$ cat config.mk
export PLATFORM = sky130hd
export DESIGN_NAME = pbsps_top
export DESIGN_NICKNAME = d
export VERILOG_FILES = /design/src/inc/pbsps_pkg.sv /design/src/core/pbsps_sync.sv /design/src/core/pbsps_top.sv
export SDC_FILE = /design/constraint.sdc
export NUM_CORES = 1
export LEC_CHECK = 0
export ABC_CLOCK_PERIOD_IN_PS = 3300
export BUFFER_PORTS_ARGS = -buffer_cell sky130_fd_sc_hd__buf_2
export CORE_MARGIN = 4
export CORE_UTILIZATION = 53
export CTS_CLUSTER_SIZE = 40
export DETAILED_ROUTE_END_ITERATION = 10
export PLACE_DENSITY = 0.9
export SLEW_MARGIN = 20
export SYNTH_ARGS = -nofsm -noshare
export SYNTH_HDL_FRONTEND = slang
export SYNTH_SLANG_ARGS = --single-unit
$ cat constraint.sdc
create_clock -name mclk -period 3.3 [get_ports mclk]
set_clock_uncertainty 0.2 [all_clocks]
set_input_delay 0.66 -clock mclk [delete_from_list [all_inputs] [get_ports mclk]]
set_output_delay 0.66 -clock mclk [all_outputs]
set_load 0.05 [all_outputs]
$ cat src/inc/pbsps_pkg.sv
// Constants, register map and carrier type of the port-two pin block
// How it works
// (RQ1) Capture rising edge copies timer-two count and requests the capture interrupt
// (RQ2) Outside source holds the capture input high at least two state times
// (RQ3) Capture interrupt mask bit gates the request; the count is captured anyway
// (RQ4) Output-select bit at zero drives the shared pin from port bit five
// (RQ5) Output-select bit at one drives the shared pin from first PWM output
// (RQ6) First PWM takes duty from its register, frequency from a select bit
// (RQ7) Port offset 10h: bit five written as output, bit four read as input
// (RQ8) Strobe-mode bit one picks write plus high enable, zero split strobes
// (RQ9) Combined mode: write strobe only on external memory writes
// (RQ10) Combined mode: high-byte enable on word writes and high-byte writes
// (RQ11) Split mode: low strobe on low-byte or word writes, always on 8-bit bus
// (RQ12) Split mode 16-bit bus: high strobe on high-byte and word writes
// (RQ13) Split mode 8-bit bus: high strobe on every write
// (RQ14) Capture input synchronised, rising edge found from current and previous sample
package pbsps_pkg;

   // ---------------------------------------------------------------
   // Widths
   // ---------------------------------------------------------------
   localparam int ADDR_W = 8;
   localparam int DATA_W = 32;
   localparam int CNT_W  = 16;
   localparam int DUTY_W = 8;
   localparam int DIV_W  = 8;

   // ---------------------------------------------------------------
   // Register offsets (byte addresses)
   // ---------------------------------------------------------------
   localparam logic [ADDR_W-1:0] OFS_CTRL    = 8'h00;
   localparam logic [ADDR_W-1:0] OFS_DUTY    = 8'h04;
   localparam logic [ADDR_W-1:0] OFS_CAPTURE = 8'h08;
   localparam logic [ADDR_W-1:0] OFS_STATUS  = 8'h0c;
   localparam logic [ADDR_W-1:0] OFS_PORT    = 8'h10;
   localparam logic [ADDR_W-1:0] OFS_MASK    = 8'h14;

   // ---------------------------------------------------------------
   // Field positions
   // ---------------------------------------------------------------
   localparam int CTRL_OUT_SEL  = 0;
   localparam int CTRL_FREQ_SEL = 1;
   localparam int CTRL_STB_MODE = 2;
   localparam int CTRL_W        = 3;
   localparam int IRQ_CAPTURE   = 0;
   localparam int IRQ_W         = 1;
   localparam int PORT_IN_BIT   = 4;
   localparam int PORT_OUT_BIT  = 5;

   // ---------------------------------------------------------------
   // Reset values
   // ---------------------------------------------------------------
   localparam logic [CTRL_W-1:0] RST_CTRL     = 3'h0;
   localparam logic [DUTY_W-1:0] RST_DUTY     = 8'h00;
   localparam logic [IRQ_W-1:0]  RST_MASK     = 1'h0;
   localparam logic              RST_PORT_OUT = 1'h1;

   // ---------------------------------------------------------------
   // Timing and fixed values
   // ---------------------------------------------------------------
   localparam int PWM_DIV_FAST = 1;
   localparam int PWM_DIV_SLOW = 2;
   localparam logic [15:0] CAPTURE_VECTOR = 16'h2036;

   // ---------------------------------------------------------------
   // Carrier of one bus-controller cycle description
   // ---------------------------------------------------------------
   typedef struct packed {
      logic ext;      // Cycle goes to external memory
      logic wr;       // Cycle is a write
      logic wide;     // Bus runs 16 bits wide
      logic word;     // Full word transfer
      logic hi_byte;  // Byte transfer to the odd (high) byte
   } pbsps_bus_t;

endpackage : pbsps_pkg

$ cat src/core/pbsps_sync.sv
// Three-stage synchroniser for pin inputs, one chain per bit
`timescale 1ns/1ns
module pbsps_sync #(
   parameter int WIDTH = 2
) (
   input  wire logic             mclk,
   input  wire logic             rstn,
   input  wire logic [WIDTH-1:0] async_in,
   output logic      [WIDTH-1:0] stage_two,
   output logic      [WIDTH-1:0] stage_three
);

   logic [WIDTH-1:0] stage_one_ff;
   logic [WIDTH-1:0] stage_two_ff;
   logic [WIDTH-1:0] stage_three_ff;

   // ---------------------------------------------------------------
   // Per-bit chains; first stage feeds only the second
   // ---------------------------------------------------------------
   genvar i;
   generate
      for (i = 0; i < WIDTH; i++) begin : g_bit
         always_ff @(posedge mclk or negedge rstn) begin
            if (!rstn) begin
               stage_one_ff[i]   <= 1'b0;
               stage_two_ff[i]   <= 1'b0;
               stage_three_ff[i] <= 1'b0;
            end else begin
               stage_one_ff[i]   <= async_in[i];
               stage_two_ff[i]   <= stage_one_ff[i];
               stage_three_ff[i] <= stage_two_ff[i];
            end
         end
      end
   endgenerate

   assign stage_two   = stage_two_ff;
   assign stage_three = stage_three_ff;

endmodule : pbsps_sync

$ cat src/core/pbsps_top.sv
// Port-two pin select, capture, first PWM output and write strobes
`timescale 1ns/1ns
module pbsps_top #(
   parameter int PWM_DIV_FAST = pbsps_pkg::PWM_DIV_FAST,
   parameter int PWM_DIV_SLOW = pbsps_pkg::PWM_DIV_SLOW
) (
   input  wire logic                           mclk,
   input  wire logic                           rstn,
   // APB slave
   input  wire logic                           psel,
   input  wire logic                           penable,
   input  wire logic                           pwrite,
   input  wire logic [pbsps_pkg::ADDR_W-1:0]   paddr,
   input  wire logic [pbsps_pkg::DATA_W-1:0]   pwdata,
   output logic      [pbsps_pkg::DATA_W-1:0]   prdata,
   output logic                                pready,
   output logic                                pslverr,
   // Internal timer and bus controller
   input  wire logic [pbsps_pkg::CNT_W-1:0]    timer_count,
   input  wire pbsps_pkg::pbsps_bus_t          bus_req,
   // Pins
   input  wire logic                           timer_two_capture_input,
   input  wire logic                           port_two_input_bit_four,
   output logic                                shared_output_pin,
   output logic                                strobe_pin_a_n,
   output logic                                strobe_pin_b_n,
   // Interrupt
   output logic                                capture_interrupt_request,
   output logic      [15:0]                    capture_vector
);

   localparam logic [pbsps_pkg::DIV_W-1:0] DIV_FAST_LIM =
      pbsps_pkg::DIV_W'(PWM_DIV_FAST - 1);
   localparam logic [pbsps_pkg::DIV_W-1:0] DIV_SLOW_LIM =
      pbsps_pkg::DIV_W'(PWM_DIV_SLOW - 1);

   // ---------------------------------------------------------------
   // Registers
   // ---------------------------------------------------------------
   logic [pbsps_pkg::CTRL_W-1:0] ctrl_ff;
   logic [pbsps_pkg::DUTY_W-1:0] duty_ff;
   logic [pbsps_pkg::CNT_W-1:0]  capture_ff;
   logic [pbsps_pkg::IRQ_W-1:0]  status_ff;
   logic [pbsps_pkg::IRQ_W-1:0]  mask_ff;
   logic                         port_out_ff;
   logic [pbsps_pkg::DATA_W-1:0] prdata_ff;
   logic [1:0]                   level_ff;
   logic [pbsps_pkg::DIV_W-1:0]  div_ff;
   logic [pbsps_pkg::DUTY_W-1:0] pwm_cnt_ff;
   logic                         pwm_ff;
   logic                         shared_out_ff;
   logic                         pin_a_n_ff;
   logic                         pin_b_n_ff;

   logic [pbsps_pkg::CTRL_W-1:0] nxt_ctrl;
   logic [pbsps_pkg::DUTY_W-1:0] nxt_duty;
   logic [pbsps_pkg::CNT_W-1:0]  nxt_capture;
   logic [pbsps_pkg::IRQ_W-1:0]  nxt_status;
   logic [pbsps_pkg::IRQ_W-1:0]  nxt_mask;
   logic                         nxt_port_out;
   logic [pbsps_pkg::DATA_W-1:0] nxt_prdata;
   logic [1:0]                   nxt_level;
   logic [pbsps_pkg::DIV_W-1:0]  nxt_div;
   logic [pbsps_pkg::DUTY_W-1:0] nxt_pwm_cnt;
   logic                         nxt_pwm;
   logic                         nxt_shared_out;
   logic                         nxt_pin_a_n;
   logic                         nxt_pin_b_n;

   // ---------------------------------------------------------------
   // Pin input synchronisers and agreement filter
   // ---------------------------------------------------------------
   logic [1:0] sync_two;
   logic [1:0] sync_three;
   logic [1:0] sync_agree;
   logic       capture_edge;
   logic       port_in_level;

   pbsps_sync #(
      .WIDTH       (2)
   ) u_sync (
      .mclk        (mclk),
      .rstn        (rstn),
      .async_in    ({port_two_input_bit_four, timer_two_capture_input}),
      .stage_two   (sync_two),
      .stage_three (sync_three)
   );

   // A change counts only once stages two and three agree
   assign sync_agree   = ~(sync_two ^ sync_three);
   assign nxt_level    = (sync_agree & sync_three) | (~sync_agree & level_ff);
   // Rising edge: agreed new sample high, previous level low
   assign capture_edge = sync_agree[0] & sync_three[0] & ~level_ff[0]; // RQ14
   assign port_in_level = level_ff[1];

   // ---------------------------------------------------------------
   // APB decode
   // ---------------------------------------------------------------
   logic setup_phase;
   logic access_phase;
   logic hit_ctrl;
   logic hit_duty;
   logic hit_capture;
   logic hit_status;
   logic hit_port;
   logic hit_mask;
   logic hit_any;
   logic wr_en;

   assign setup_phase  = psel & ~penable;
   assign access_phase = psel & penable;
   assign hit_ctrl     = (paddr == pbsps_pkg::OFS_CTRL);
   assign hit_duty     = (paddr == pbsps_pkg::OFS_DUTY);
   assign hit_capture  = (paddr == pbsps_pkg::OFS_CAPTURE);
   assign hit_status   = (paddr == pbsps_pkg::OFS_STATUS);
   assign hit_port     = (paddr == pbsps_pkg::OFS_PORT);
   assign hit_mask     = (paddr == pbsps_pkg::OFS_MASK);
   assign hit_any      = hit_ctrl | hit_duty | hit_capture | hit_status
                       | hit_port | hit_mask;
   assign wr_en        = access_phase & pwrite;
   // Zero wait states; unmapped addresses answer with an error
   assign pready       = 1'b1;
   assign pslverr      = access_phase & ~hit_any;
   assign prdata       = prdata_ff;

   // Read mux, sampled in the setup cycle
   always_comb begin
      nxt_prdata = prdata_ff;
      if (setup_phase & ~pwrite) begin
         nxt_prdata = '0;
         if (hit_ctrl) begin
            nxt_prdata[pbsps_pkg::CTRL_W-1:0] = ctrl_ff;
         end else if (hit_duty) begin
            nxt_prdata[pbsps_pkg::DUTY_W-1:0] = duty_ff;
         end else if (hit_capture) begin
            nxt_prdata[pbsps_pkg::CNT_W-1:0] = capture_ff;
         end else if (hit_status) begin
            nxt_prdata[pbsps_pkg::IRQ_W-1:0] = status_ff;
         end else if (hit_port) begin
            nxt_prdata[pbsps_pkg::PORT_OUT_BIT] = port_out_ff;
            nxt_prdata[pbsps_pkg::PORT_IN_BIT]  = port_in_level; // RQ7
         end else if (hit_mask) begin
            nxt_prdata[pbsps_pkg::IRQ_W-1:0] = mask_ff;
         end
      end
   end

   // ---------------------------------------------------------------
   // Register writes, capture and interrupt status
   // ---------------------------------------------------------------
   logic [pbsps_pkg::IRQ_W-1:0] status_clear;
   logic [pbsps_pkg::IRQ_W-1:0] status_set;

   assign nxt_ctrl     = (wr_en & hit_ctrl) ?
                         pwdata[pbsps_pkg::CTRL_W-1:0] : ctrl_ff;
   assign nxt_duty     = (wr_en & hit_duty) ?
                         pwdata[pbsps_pkg::DUTY_W-1:0] : duty_ff;
   assign nxt_mask     = (wr_en & hit_mask) ?
                         pwdata[pbsps_pkg::IRQ_W-1:0] : mask_ff;
   assign nxt_port_out = (wr_en & hit_port) ?
                         pwdata[pbsps_pkg::PORT_OUT_BIT] : port_out_ff; // RQ7
   // Capture loads regardless of the mask
   assign nxt_capture  = capture_edge ? timer_count : capture_ff; // RQ1
   assign status_set   = {{(pbsps_pkg::IRQ_W-1){1'b0}}, capture_edge};
   assign status_clear = (wr_en & hit_status) ?
                         pwdata[pbsps_pkg::IRQ_W-1:0] : '0;
   // Set wins over a write-one clear in the same cycle
   assign nxt_status   = (status_ff & ~status_clear) | status_set; // RQ1
   // Level request while any unmasked status bit stands
   assign capture_interrupt_request = |(status_ff & mask_ff); // RQ3
   assign capture_vector = pbsps_pkg::CAPTURE_VECTOR;

   always_ff @(posedge mclk or negedge rstn) begin
      if (!rstn) begin
         ctrl_ff     <= pbsps_pkg::RST_CTRL;
         duty_ff     <= pbsps_pkg::RST_DUTY;
         mask_ff     <= pbsps_pkg::RST_MASK;
         port_out_ff <= pbsps_pkg::RST_PORT_OUT;
         capture_ff  <= '0;
         status_ff   <= '0;
         prdata_ff   <= '0;
         level_ff    <= '0;
      end else begin
         ctrl_ff     <= nxt_ctrl;
         duty_ff     <= nxt_duty;
         mask_ff     <= nxt_mask;
         port_out_ff <= nxt_port_out;
         capture_ff  <= nxt_capture;
         status_ff   <= nxt_status;
         prdata_ff   <= nxt_prdata;
         level_ff    <= nxt_level;
      end
   end

   // ---------------------------------------------------------------
   // First PWM: divider enable, free counter, duty compare
   // ---------------------------------------------------------------
   logic                        freq_sel;
   logic [pbsps_pkg::DIV_W-1:0] div_limit;
   logic                        pwm_tick;

   assign freq_sel    = ctrl_ff[pbsps_pkg::CTRL_FREQ_SEL];
   assign div_limit   = freq_sel ? DIV_SLOW_LIM : DIV_FAST_LIM; // RQ6
   assign pwm_tick    = (div_ff >= div_limit);
   assign nxt_div     = pwm_tick ? '0 : div_ff + 1'b1;
   assign nxt_pwm_cnt = pwm_tick ? pwm_cnt_ff + 1'b1 : pwm_cnt_ff;
   assign nxt_pwm     = (pwm_cnt_ff < duty_ff); // RQ6

   // Shared pin selects port bit or waveform
   assign nxt_shared_out = ctrl_ff[pbsps_pkg::CTRL_OUT_SEL] ?
                           pwm_ff :          // RQ5
                           port_out_ff;      // RQ4
   assign shared_output_pin = shared_out_ff;

   always_ff @(posedge mclk or negedge rstn) begin
      if (!rstn) begin
         div_ff        <= '0;
         pwm_cnt_ff    <= '0;
         pwm_ff        <= 1'b0;
         shared_out_ff <= pbsps_pkg::RST_PORT_OUT;
      end else begin
         div_ff        <= nxt_div;
         pwm_cnt_ff    <= nxt_pwm_cnt;
         pwm_ff        <= nxt_pwm;
         shared_out_ff <= nxt_shared_out;
      end
   end

   // ---------------------------------------------------------------
   // Write strobes for the external multiplexed bus
   // ---------------------------------------------------------------
   logic strobe_mode;
   logic ext_write;
   logic write_strobe_n;
   logic high_byte_enable_n;
   logic low_byte_write_strobe_n;
   logic high_byte_write_strobe_n;

   assign strobe_mode = ctrl_ff[pbsps_pkg::CTRL_STB_MODE];
   // Only external writes strobe; reads and internal cycles never do
   assign ext_write   = bus_req.ext & bus_req.wr; // RQ9
   assign write_strobe_n = ~ext_write; // RQ9
   assign high_byte_enable_n =
      ~(ext_write & (bus_req.word | bus_req.hi_byte)); // RQ10
   assign low_byte_write_strobe_n =
      ~(ext_write & (~bus_req.wide | bus_req.word | ~bus_req.hi_byte)); // RQ11
   assign high_byte_write_strobe_n =
      ~(ext_write & (~bus_req.wide                                   // RQ13
                     | bus_req.word | bus_req.hi_byte));             // RQ12
   // Mode bit picks which pair drives the two pins
   assign nxt_pin_a_n = strobe_mode ? write_strobe_n :
                        low_byte_write_strobe_n; // RQ8
   assign nxt_pin_b_n = strobe_mode ? high_byte_enable_n :
                        high_byte_write_strobe_n; // RQ8
   assign strobe_pin_a_n = pin_a_n_ff;
   assign strobe_pin_b_n = pin_b_n_ff;

   always_ff @(posedge mclk or negedge rstn) begin
      if (!rstn) begin
         pin_a_n_ff <= 1'b1;
         pin_b_n_ff <= 1'b1;
      end else begin
         pin_a_n_ff <= nxt_pin_a_n;
         pin_b_n_ff <= nxt_pin_b_n;
      end
   end
endmodule : pbsps_top

==> results.txt, run 1 <==
status = complete, no violations
DRT Pass-1 Iters = 4
Detail Route Antenna Nets = 0
WP data arrival = 2.08 ns
number of buffers created by CTS = 9
I/O Pins = 122
clk slew on worst S/H paths = 0.07 ns
VDD IR max = 417 uV
Die X = 88.2 um
clk_lat worst skew = 0.34 ns
P_leak = 1.90 nW
vias in the first global route = 2,265
switching pwr = 513 uW
row count = 28
Setup crit end kind = output pin
Resized cells post-CTS = 0
die area = 7780 um2
Layout area overhead = 13.9%
Worst Max-Slew Pin Slew = 0.855 ns
yosys warns = 0
fill cell count = 473
Setup crit start kind = input port
Yosys top cell area share = 0.514
Via-to-Cell Ratio = 5.28
routability cong. = 0.829
most common cell in the netlist = dfrtp_1
Post-synth EDFFs = 0
vias = 2,229
P_int = 1.45 mW
Mapped Area = 3410 um2
Design Area, Final = 3880 um2
dominant synthesized flop cell = dfrtp_1
Yosys cell types = 47
Post-CTS Hold Buffers = 0
fin. max-slew vios = 0
Post-CTS Setup Inserts = 0
Tcrit/Tclk final = 0.891
PD cells = 506 nW/um2
Synth Area per Inst = 12.5 um2
post-layout min period = 2.94 ns
asr flop ratio synth = 1.00
Gate power share = 0.131
largest cells by area after synthesis = dfrtp_1 (51%), mux2_2 (11%), buf_4 (7.3%)
Reg power frac = 0.520
H-tree Lvls = 3
max_cap viols = 0
largest net degree at the start of global routing = 43
WP data required = 2.44 ns
post-DP HPWL = 4900 um
cells after synthesis = 273
Post-synth top cells = dfrtp_1 (70), buf_4 (33), mux2_2 (32)
CTS tree = yes
Core ar. = 6100 um2
PnR Total Power = 1.96 mW
# diodes = 0
Placed Area = 3690 um2
drt wl/cell = 15.5 um
Final Setup Violations = 0
Net Sw Frac = 0.261
Hold Crit Class = reg -> reg
layout cells sized above 1 = 0.357
CP Class = in -> out
global route hottest layer = met2
global-route wire length before repair = 10,900 um
fmax = 340 MHz
RSZ-0062 raised after global routing = false
sequential area share after synthesis = 0.545
largest fanout on the critical path = 2
grt met1 use = 0.233
DRT Wirelength = 6560 um
clk root buf = clkbuf_8
initial DRC count = 81
met2 Track Usage GR = 0.310
Initial Utilization = 0.559
Worst slew margin = 0.429
Yosys reg bits = 74
Overflow after GRT = 0
Die Y = 88.2 um
buffer levels on the longest clock path = 2
Fin. Hold Viols = 0
TNS Setup = 0 ns
GR Util met3 = 0.0611
clock network fraction of design power = 0.349
I/O Buffers = 64
GR Util All Layers = 0.186
Nets = 423
Synth area leader = dfrtp_1
initial antenna violation count = 0
CTS sink count = 74
drt drc = 0
## cell families after synthesis
group           after synthesis  share of synthesized area
flops                        74                      0.545
buf+inv                      53                     0.0991
simple gates                 52                     0.0892
compound gates               37                     0.0863
mux                          35                      0.115
fa+ha+maj                    12                     0.0433
xor+xnor                      8                     0.0206
other cells                   2                    0.00220
## layout by cell type, fill, tap and decap left out, types with 2 or more instances in the layout
master,instances
mux2i_1,3
and2_0,3
clkinv_2,2
nor3_1,4
and3_1,3
o21ai_0,2
nand3_1,3
dfrtp_1,70
a21oi_1,6
nor2b_1,3
a2bb2oi_1,2
a221o_2,3
nand2b_1,2
a211oi_1,4
buf_4,2
dfstp_2,4
conb_1,38
clkbuf_8,11
xnor2_1,7
mux2_2,32
inv_1,10
nand4_1,5
o41ai_1,5
ha_1,11
nor2_1,9
a22o_1,8
nand2_1,10
buf_2,64
## flip-flops by register name, summed over array words and instances (netlist names), 2 cells and up, named ones only
name / flops
u_sync.stage_three: 2
duty_ff: 8
pwm_cnt_ff: 8
prdata: 16
u_sync.stage_two: 2
capture_ff: 16
div_ff: 8
ctrl_ff: 3
u_sync.stage_one_ff: 2
## area by class of cell
| class | instances | area [um2] | area share |
|---|---|---|---|
| clock buffer | 11 | 151 | 0.0390 |
| sequential | 74 | 1860 | 0.478 |
| inverter | 10 | 37.5 | 0.00966 |
| tap | 75 | 93.8 | 0.0242 |
| timing repair buffer | 67 | 355 | 0.0915 |
| multi-input combinational | 182 | 1350 | 0.347 |
| clock inverter | 3 | 40.0 | 0.0103 |
## per-layer routing
metal | wire length (um) | share of wire
met1 | 2650 | 0.40
met2 | 3320 | 0.51
met3 | 498 | 0.076
met4 | 88 | 0.013
met5 | 0 | 0
## through the flow
step	cells	setup WS [ns]	util	hold slack, ns
3_3_place_gp	408	0.372	0.606	0.134
3_5_place_dp	408	0.355	0.606	0.139
4_1_cts	422	0.348	0.637	0.155
6_report	422	0.358	0.637	0.152
5_1_grt	422	0.280	0.637	0.166
2_1_floorplan	309	0.386	-	0.131
## worst max-delay path, cell delays in order
cell	delay [ns]
buf_2	0.09
or4_1	0.53
or2_0	0.24
a21o_2	0.19
and3_1	0.16
buf_2	0.20
## final timing paths
kind	depth (start not counted)	start	slack, ns	end
min in group asynchronous	1	rstn	0.18	prdata[10]
worst max-delay path	6	paddr[7]	0.36	pslverr
worst max register to register	4	u_sync.stage_two[0]	1.14	capture_ff[3]
worst min register to register	0	u_sync.stage_one_ff[1]	0.15	u_sync.stage_two[1]
worst min-delay path	0	u_sync.stage_one_ff[1]	0.15	u_sync.stage_two[1]
max in group asynchronous	2	rstn	1.99	shared_output_pin
## power by group through the flow
stage,Clock (mW),Sequential (mW),Combinational (mW)
detailed placement,0,1.04,0.258
global placement,0,1.03,0.249
finish,0.685,1.02,0.257
global route,0.741,1.03,0.283
floorplan,0,1.03,0.213
CTS,0.697,1.02,0.259
No activity file was read; power rests on OpenSTA's default activity.
==> run 2, diff against run 1 <==
--- a/config.mk
+++ b/config.mk
@@ -5,13 +5,14 @@
 export SDC_FILE = /design/constraint.sdc
 export NUM_CORES = 1
 export LEC_CHECK = 0
-export ABC_CLOCK_PERIOD_IN_PS = 3300
+export ABC_CLOCK_PERIOD_IN_PS = 3400
 export BUFFER_PORTS_ARGS = -buffer_cell sky130_fd_sc_hd__buf_2
 export CORE_MARGIN = 4
 export CORE_UTILIZATION = 53
 export CTS_CLUSTER_SIZE = 40
 export DETAILED_ROUTE_END_ITERATION = 10
 export PLACE_DENSITY = 0.9
+export SETUP_SLACK_MARGIN = 0.15
 export SLEW_MARGIN = 20
 export SYNTH_ARGS = -nofsm -noshare
 export SYNTH_HDL_FRONTEND = slang
==> constraint.sdc (replaced) <==
create_clock -name mclk -period 3.4 [get_ports mclk]
set_clock_uncertainty 0.2 [all_clocks]
set_input_delay 0.68 -clock mclk [delete_from_list [all_inputs] [get_ports mclk]]
set_output_delay 0.68 -clock mclk [all_outputs]
set_load 0.05 [all_outputs]
==> results.txt, run 2 (synthesis results as in run 1) <==
Setup crit start kind = input port
largest fanout on the critical path = 2 (unchanged)
multi-input logic area = 1350 um2 (unchanged)
register-to-register path setup slack = 1.26 ns (+0.12 ns)
Final Setup Violations = 0 (unchanged)
number of buffers created by CTS = 9 (unchanged)
clk_lat worst skew = 0.34 ns (about the same)
CP Class = in -> out
Die Y = 88.2 um (unchanged)
I/O Buffers = 64 (unchanged)
Resized cells post-CTS = 0 (unchanged)
most frequent cells in the layout = dfrtp_1 (70), buf_2 (64), conb_1 (38), mux2_2 (32)
Overflow after GRT = 0 (unchanged)
Layout area overhead = 14.8%
row count = 28 (unchanged)
Worst slew margin = 0.479 (+0.0504)
layout cells sized above 1 = 0.363 (+0.00551)
Nets = 424 (+0.24%)
Tcrit/Tclk final = 0.878
Post-CTS Setup Inserts = 0 (unchanged)
WHS Path Cells = 0 (unchanged)
Die X = 88.2 um (unchanged)
P_leak = 1.91 nW (+0.75%)
CTS sink count = 74 (unchanged)
Worst Max-Slew Pin Slew = 0.780 ns (-0.0754 ns)
Initial Utilization = 0.559 (unchanged)
routability cong. = 0.841 (+1.4%)
Crit Reg-Reg Endpoint = capture_ff[5]
Seq. cell area = 1860 um2 (unchanged)
clk root buf = clkbuf_8
Via-to-Cell Ratio = 5.28 (about the same)
drt wl/cell = 16.2 um (+4.3%)
FF-to-FF Start = u_sync.stage_two[0]
GR Util All Layers = 0.194 (+0.00789)
status = complete, no violations
Setup crit end kind = output pin
Detail Route Antenna Nets = 0 (unchanged)
PD cells = 500 nW/um2 (-1.1%)
vias = 2,246 (+0.76%)
pre-CTS setup slack = 0.413 ns (+0.0579 ns)
die area = 7780 um2 (unchanged)
# diodes = 0 (unchanged)
initial antenna violation count = 0 (unchanged)
fill cell count = 467 (-1.3%)
max_cap viols = 0 (unchanged)
CTS tree = yes
Final Util = 0.642 (+0.00472)
I/O Pins = 122 (unchanged)
commonest non-fill, non-tap cell in the layout = dfrtp_1
TNS Setup = 0 ns (unchanged)
fin. max-slew vios = 0 (unchanged)
Hold Crit Class = reg -> reg
WP data required = 2.52 ns (+0.08 ns)
clk slew on worst S/H paths = 0.08 ns (about the same)
Hold Path End = u_sync.stage_two[1]
initial DRC count = 81 (unchanged)
largest net degree at the start of global routing = 44 (+2.3%)
post-DP HPWL = 4870 um (-0.62%)
post-layout min period = 2.99 ns
fmax = 335 MHz
Final Worst Setup Slack = 0.415 ns (+0.0565 ns)
H-tree Lvls = 3 (unchanged)
DRT Wirelength = 6890 um (+5.0%)
DRT Pass-1 Iters = 4 (unchanged)
VDD IR max = 403 uV (-3.3%)
Post-CTS Hold Buffers = 0 (unchanged)
RSZ-0062 raised after global routing = false
min-delay src = u_sync.stage_one_ff[1]
WP data arrival = 2.11 ns (+0.03 ns)
buffer levels on the longest clock path = 2 (unchanged)
R2R cell count = 4 (unchanged)
global-route wire length before repair = 11,300 um (+3.6%)
Fin. Hold Viols = 0 (unchanged)
vias in the first global route = 2,330 (+2.9%)
Core ar. = 6100 um2 (unchanged)
drt drc = 0 (unchanged)
run 2: cell types whose count changed in the layout (fill, tap and decap cells not counted), sizes merged:
| cell | previous run | this run |
|---|---|---|
| inv | 10 | 11 |
| buf | 67 | 68 |
| clkinv | 2 | 3 |
run 2: stage by stage:
stage	hold slack, ns	cells	power [mW]	area [um2]
after floorplan	0.131	309	1.21	3540
after global placement	0.133	409	1.24	3700
after detailed placement	0.138	409	1.26	3700
after CTS	0.157	425	1.97	3910
after global routing	0.171	425	2.04	3910
final	0.154	425	1.96	3910
run 2: where the power goes:
group | total (mW) | switching (mW) | internal (mW)
Clock | 0.710 | 0.327 | 0.383
Sequential | 0.993 | 0.0418 | 0.952
Combinational | 0.253 | 0.165 | 0.0875
Total | 1.96 | 0.534 | 1.42
run 2: final cells by class:
class / count / share of cell area
clock buffer: 11 / 0.0387
tap: 75 / 0.0240
clock inverter: 5 / 0.0157
inverter: 10 / 0.00959
timing repair buffer: 68 / 0.0927
multi-input combinational: 182 / 0.345
sequential: 74 / 0.475
run 2: layer usage:
layer  up-vias  GRT usage  share of wire
li1       1035          -              -
met1      1099      0.243           0.39
met2        95      0.324           0.51
met3        17     0.0527          0.081
met4         0     0.0714          0.022
met5         -          0              0
run 2: how the worst max path moves through the flow:
stage / startpoint / slack, ns / cells past startpoint / endpoint
2_1_floorplan: paddr[7] / 0.45 / 5 / pslverr
3_3_place_gp: paddr[7] / 0.43 / 6 / pslverr
3_5_place_dp: paddr[7] / 0.41 / 6 / pslverr
4_1_cts: paddr[7] / 0.41 / 6 / pslverr
5_1_grt: paddr[7] / 0.38 / 6 / pslverr
6_report: paddr[7] / 0.41 / 6 / pslverr
run 2: worst max-delay path, cell delays in order:
cell and delay [ns]:
buf_2 0.09, or4_1 0.53, or2_0 0.25, a21o_2 0.19, and3_1 0.16, buf_2 0.20
==> run 3, diff against run 2 <==
==> constraint.sdc (replaced) <==
create_clock -name mclk -period 3.4 [get_ports mclk]
set_clock_uncertainty 0.2 [all_clocks]
set_input_delay 0.34 -clock mclk [delete_from_list [all_inputs] [get_ports mclk]]
set_output_delay 0.34 -clock mclk [all_outputs]
set_load 0.05 [all_outputs]
==> results.txt, run 3 (synthesis results as in run 1) <==
fmax = 389 MHz (+16%)
TNS Setup = 0 ns (unchanged)
Post-CTS Hold Buffers = 5 (+5)
Post-CTS Setup Inserts = 0 (unchanged)
number of buffers created by CTS = 9 (unchanged)
H-tree Lvls = 3 (unchanged)
WP data arrival = 2.03 ns (-0.08 ns)
largest fanout on the critical path = 9 (+7)
routability cong. = 0.844 (+0.34%)
Via-to-Cell Ratio = 5.23 (-0.97%)
Worst Max-Slew Pin Slew = 0.850 ns (+0.0704 ns)
RSZ-0062 raised after global routing = false
fill cell count = 454 (-2.8%)
status = complete, no violations
Core ar. = 6100 um2 (unchanged)
Setup crit end kind = output pin
Initial Utilization = 0.559 (unchanged)
clk slew on worst S/H paths = 0.08 ns (about the same)
P_int = 1.50 mW (+5.5%)
Die Y = 88.2 um (unchanged)
P_leak = 1.93 nW (+0.83%)
switching pwr = 536 uW (+0.42%)
fin. max-slew vios = 0 (unchanged)
Hold Crit Class = in -> reg
layout cells sized above 1 = 0.354 (-0.00875)
I/O Buffers = 64 (unchanged)
pre-CTS setup slack = 0.781 ns (+0.368 ns)
Final Setup Violations = 0 (unchanged)
Gate power share = 0.127 (-0.002)
most frequent cells in the layout = dfrtp_1 (70), buf_2 (64), conb_1 (38), mux2_2 (32)
Overflow after GRT = 0 (unchanged)
Layout area overhead = 16.5%
CTS sink count = 74 (unchanged)
drt wl/cell = 15.7 um (-3.2%)
PD cells = 513 nW/um2 (+2.6%)
max_cap viols = 0 (unchanged)
Setup crit start kind = input port
post-layout min period = 2.57 ns (-0.416 ns)
Die X = 88.2 um (unchanged)
clk root buf = clkbuf_8
row count = 28 (unchanged)
Final Worst Setup Slack = 0.831 ns (+0.416 ns)
largest net degree at the start of global routing = 39 (-11%)
DRT Wirelength = 6720 um (-2.5%)
post-DP HPWL = 4870 um (about the same)
buffer levels on the longest clock path = 2 (unchanged)
CTS tree = yes
WP data required = 2.86 ns (+0.34 ns)
CP Class = in -> out
Fin. Hold Viols = 0 (unchanged)
hold_ws = 0.0124 ns (-0.141 ns)
Net Sw Frac = 0.263 (-0.00964)
Detail Route Antenna Nets = 0 (unchanged)
Worst slew margin = 0.432 (-0.0470)
Resized cells post-CTS = 0 (unchanged)
global-route wire length before repair = 11,000 um (-2.5%)
# diodes = 0 (unchanged)
clock network fraction of design power = 0.385 (+0.022)
VDD IR max = 420 uV (+4.2%)
DRT Pass-1 Iters = 4 (unchanged)
GR Util All Layers = 0.187 (-0.00694)
I/O Pins = 122 (unchanged)
vias in the first global route = 2,289 (-1.8%)
initial DRC count = 122 (+51%)
Reg power frac = 0.488 (-0.020)
initial antenna violation count = 0 (unchanged)
commonest non-fill, non-tap cell in the layout = dfrtp_1
drt drc = 0 (unchanged)
vias = 2,240 (-0.27%)
Nets = 427 (+0.71%)
Tcrit/Tclk final = 0.756 (-0.122)
clk_lat worst skew = 0.35 ns (about the same)
die area = 7780 um2 (unchanged)
[run 3: cell types whose count changed in the layout (fill, tap and decap cells not counted)]
| cell | delta |
|---|---|
| clkinv_2 | -1 |
| clkinv_4 | -1 |
| clkinvlp_4 | +1 |
| bufinv_16 | +1 |
| buf_4 | -2 |
| dlygate4sd3_1 | +5 |
[run 3: critical path, cell delays in order]
cell and delay [ns]:
buf_2 0.09, or4_1 0.53, or2_0 0.42, a21o_2 0.27
and3_1 0.16, buf_2 0.20
[run 3: final cells by class]
class / count / area [um2] / share of cell area
tap: 75 / 93.8 / 0.0236
inverter: 10 / 37.5 / 0.00945
clock inverter: 5 / 85.1 / 0.0214
multi-input combinational: 182 / 1350 / 0.340
clock buffer: 11 / 151 / 0.0381
timing repair buffer: 71 / 398 / 0.100
sequential: 74 / 1860 / 0.468
[run 3: path summary, 6_finish.rpt]
kind | from | endpoint | slack (ns) | cells after the start
setup / recovery | paddr[7] | pslverr | 0.83 | 6
hold / removal | pwdata[6] | duty_ff[6] | 0.01 | 2
setup reg to reg | u_sync.stage_three[0] | capture_ff[3] | 1.19 | 4
hold reg to reg | u_sync.stage_one_ff[1] | u_sync.stage_two[1] | 0.15 | 0
max in group asynchronous | rstn | port_out_ff | 1.83 | 3
min in group asynchronous | rstn | capture_ff[10] | 0.42 | 2
[run 3: metrics by stage]
step / total power, mW / utilization / instances / area (um2)
6_report: 2.04 / 0.651 / 428 / 3970
5_1_grt: 2.12 / 0.651 / 428 / 3970
3_3_place_gp: 1.24 / 0.604 / 407 / 3680
4_1_cts: 2.05 / 0.651 / 428 / 3970
3_5_place_dp: 1.26 / 0.604 / 407 / 3680
2_1_floorplan: 1.21 / - / 309 / 3540
[run 3: power groups by stage]
stage	logic (mW)	clock network [mW]	registers, mW
after floorplan	0.206	0	1.00
after global placement	0.241	0	1.00
after detailed placement	0.253	0	1.01
after CTS	0.260	0.796	0.993
after global routing	0.280	0.838	0.999
final	0.259	0.785	0.992
[run 3: layer usage]
layer / track usage / wire length, um
met5: 0 / 0
met3: 0.0433 / 427
met4: 0.0879 / 163
met2: 0.315 / 3390
met1: 0.228 / 2740
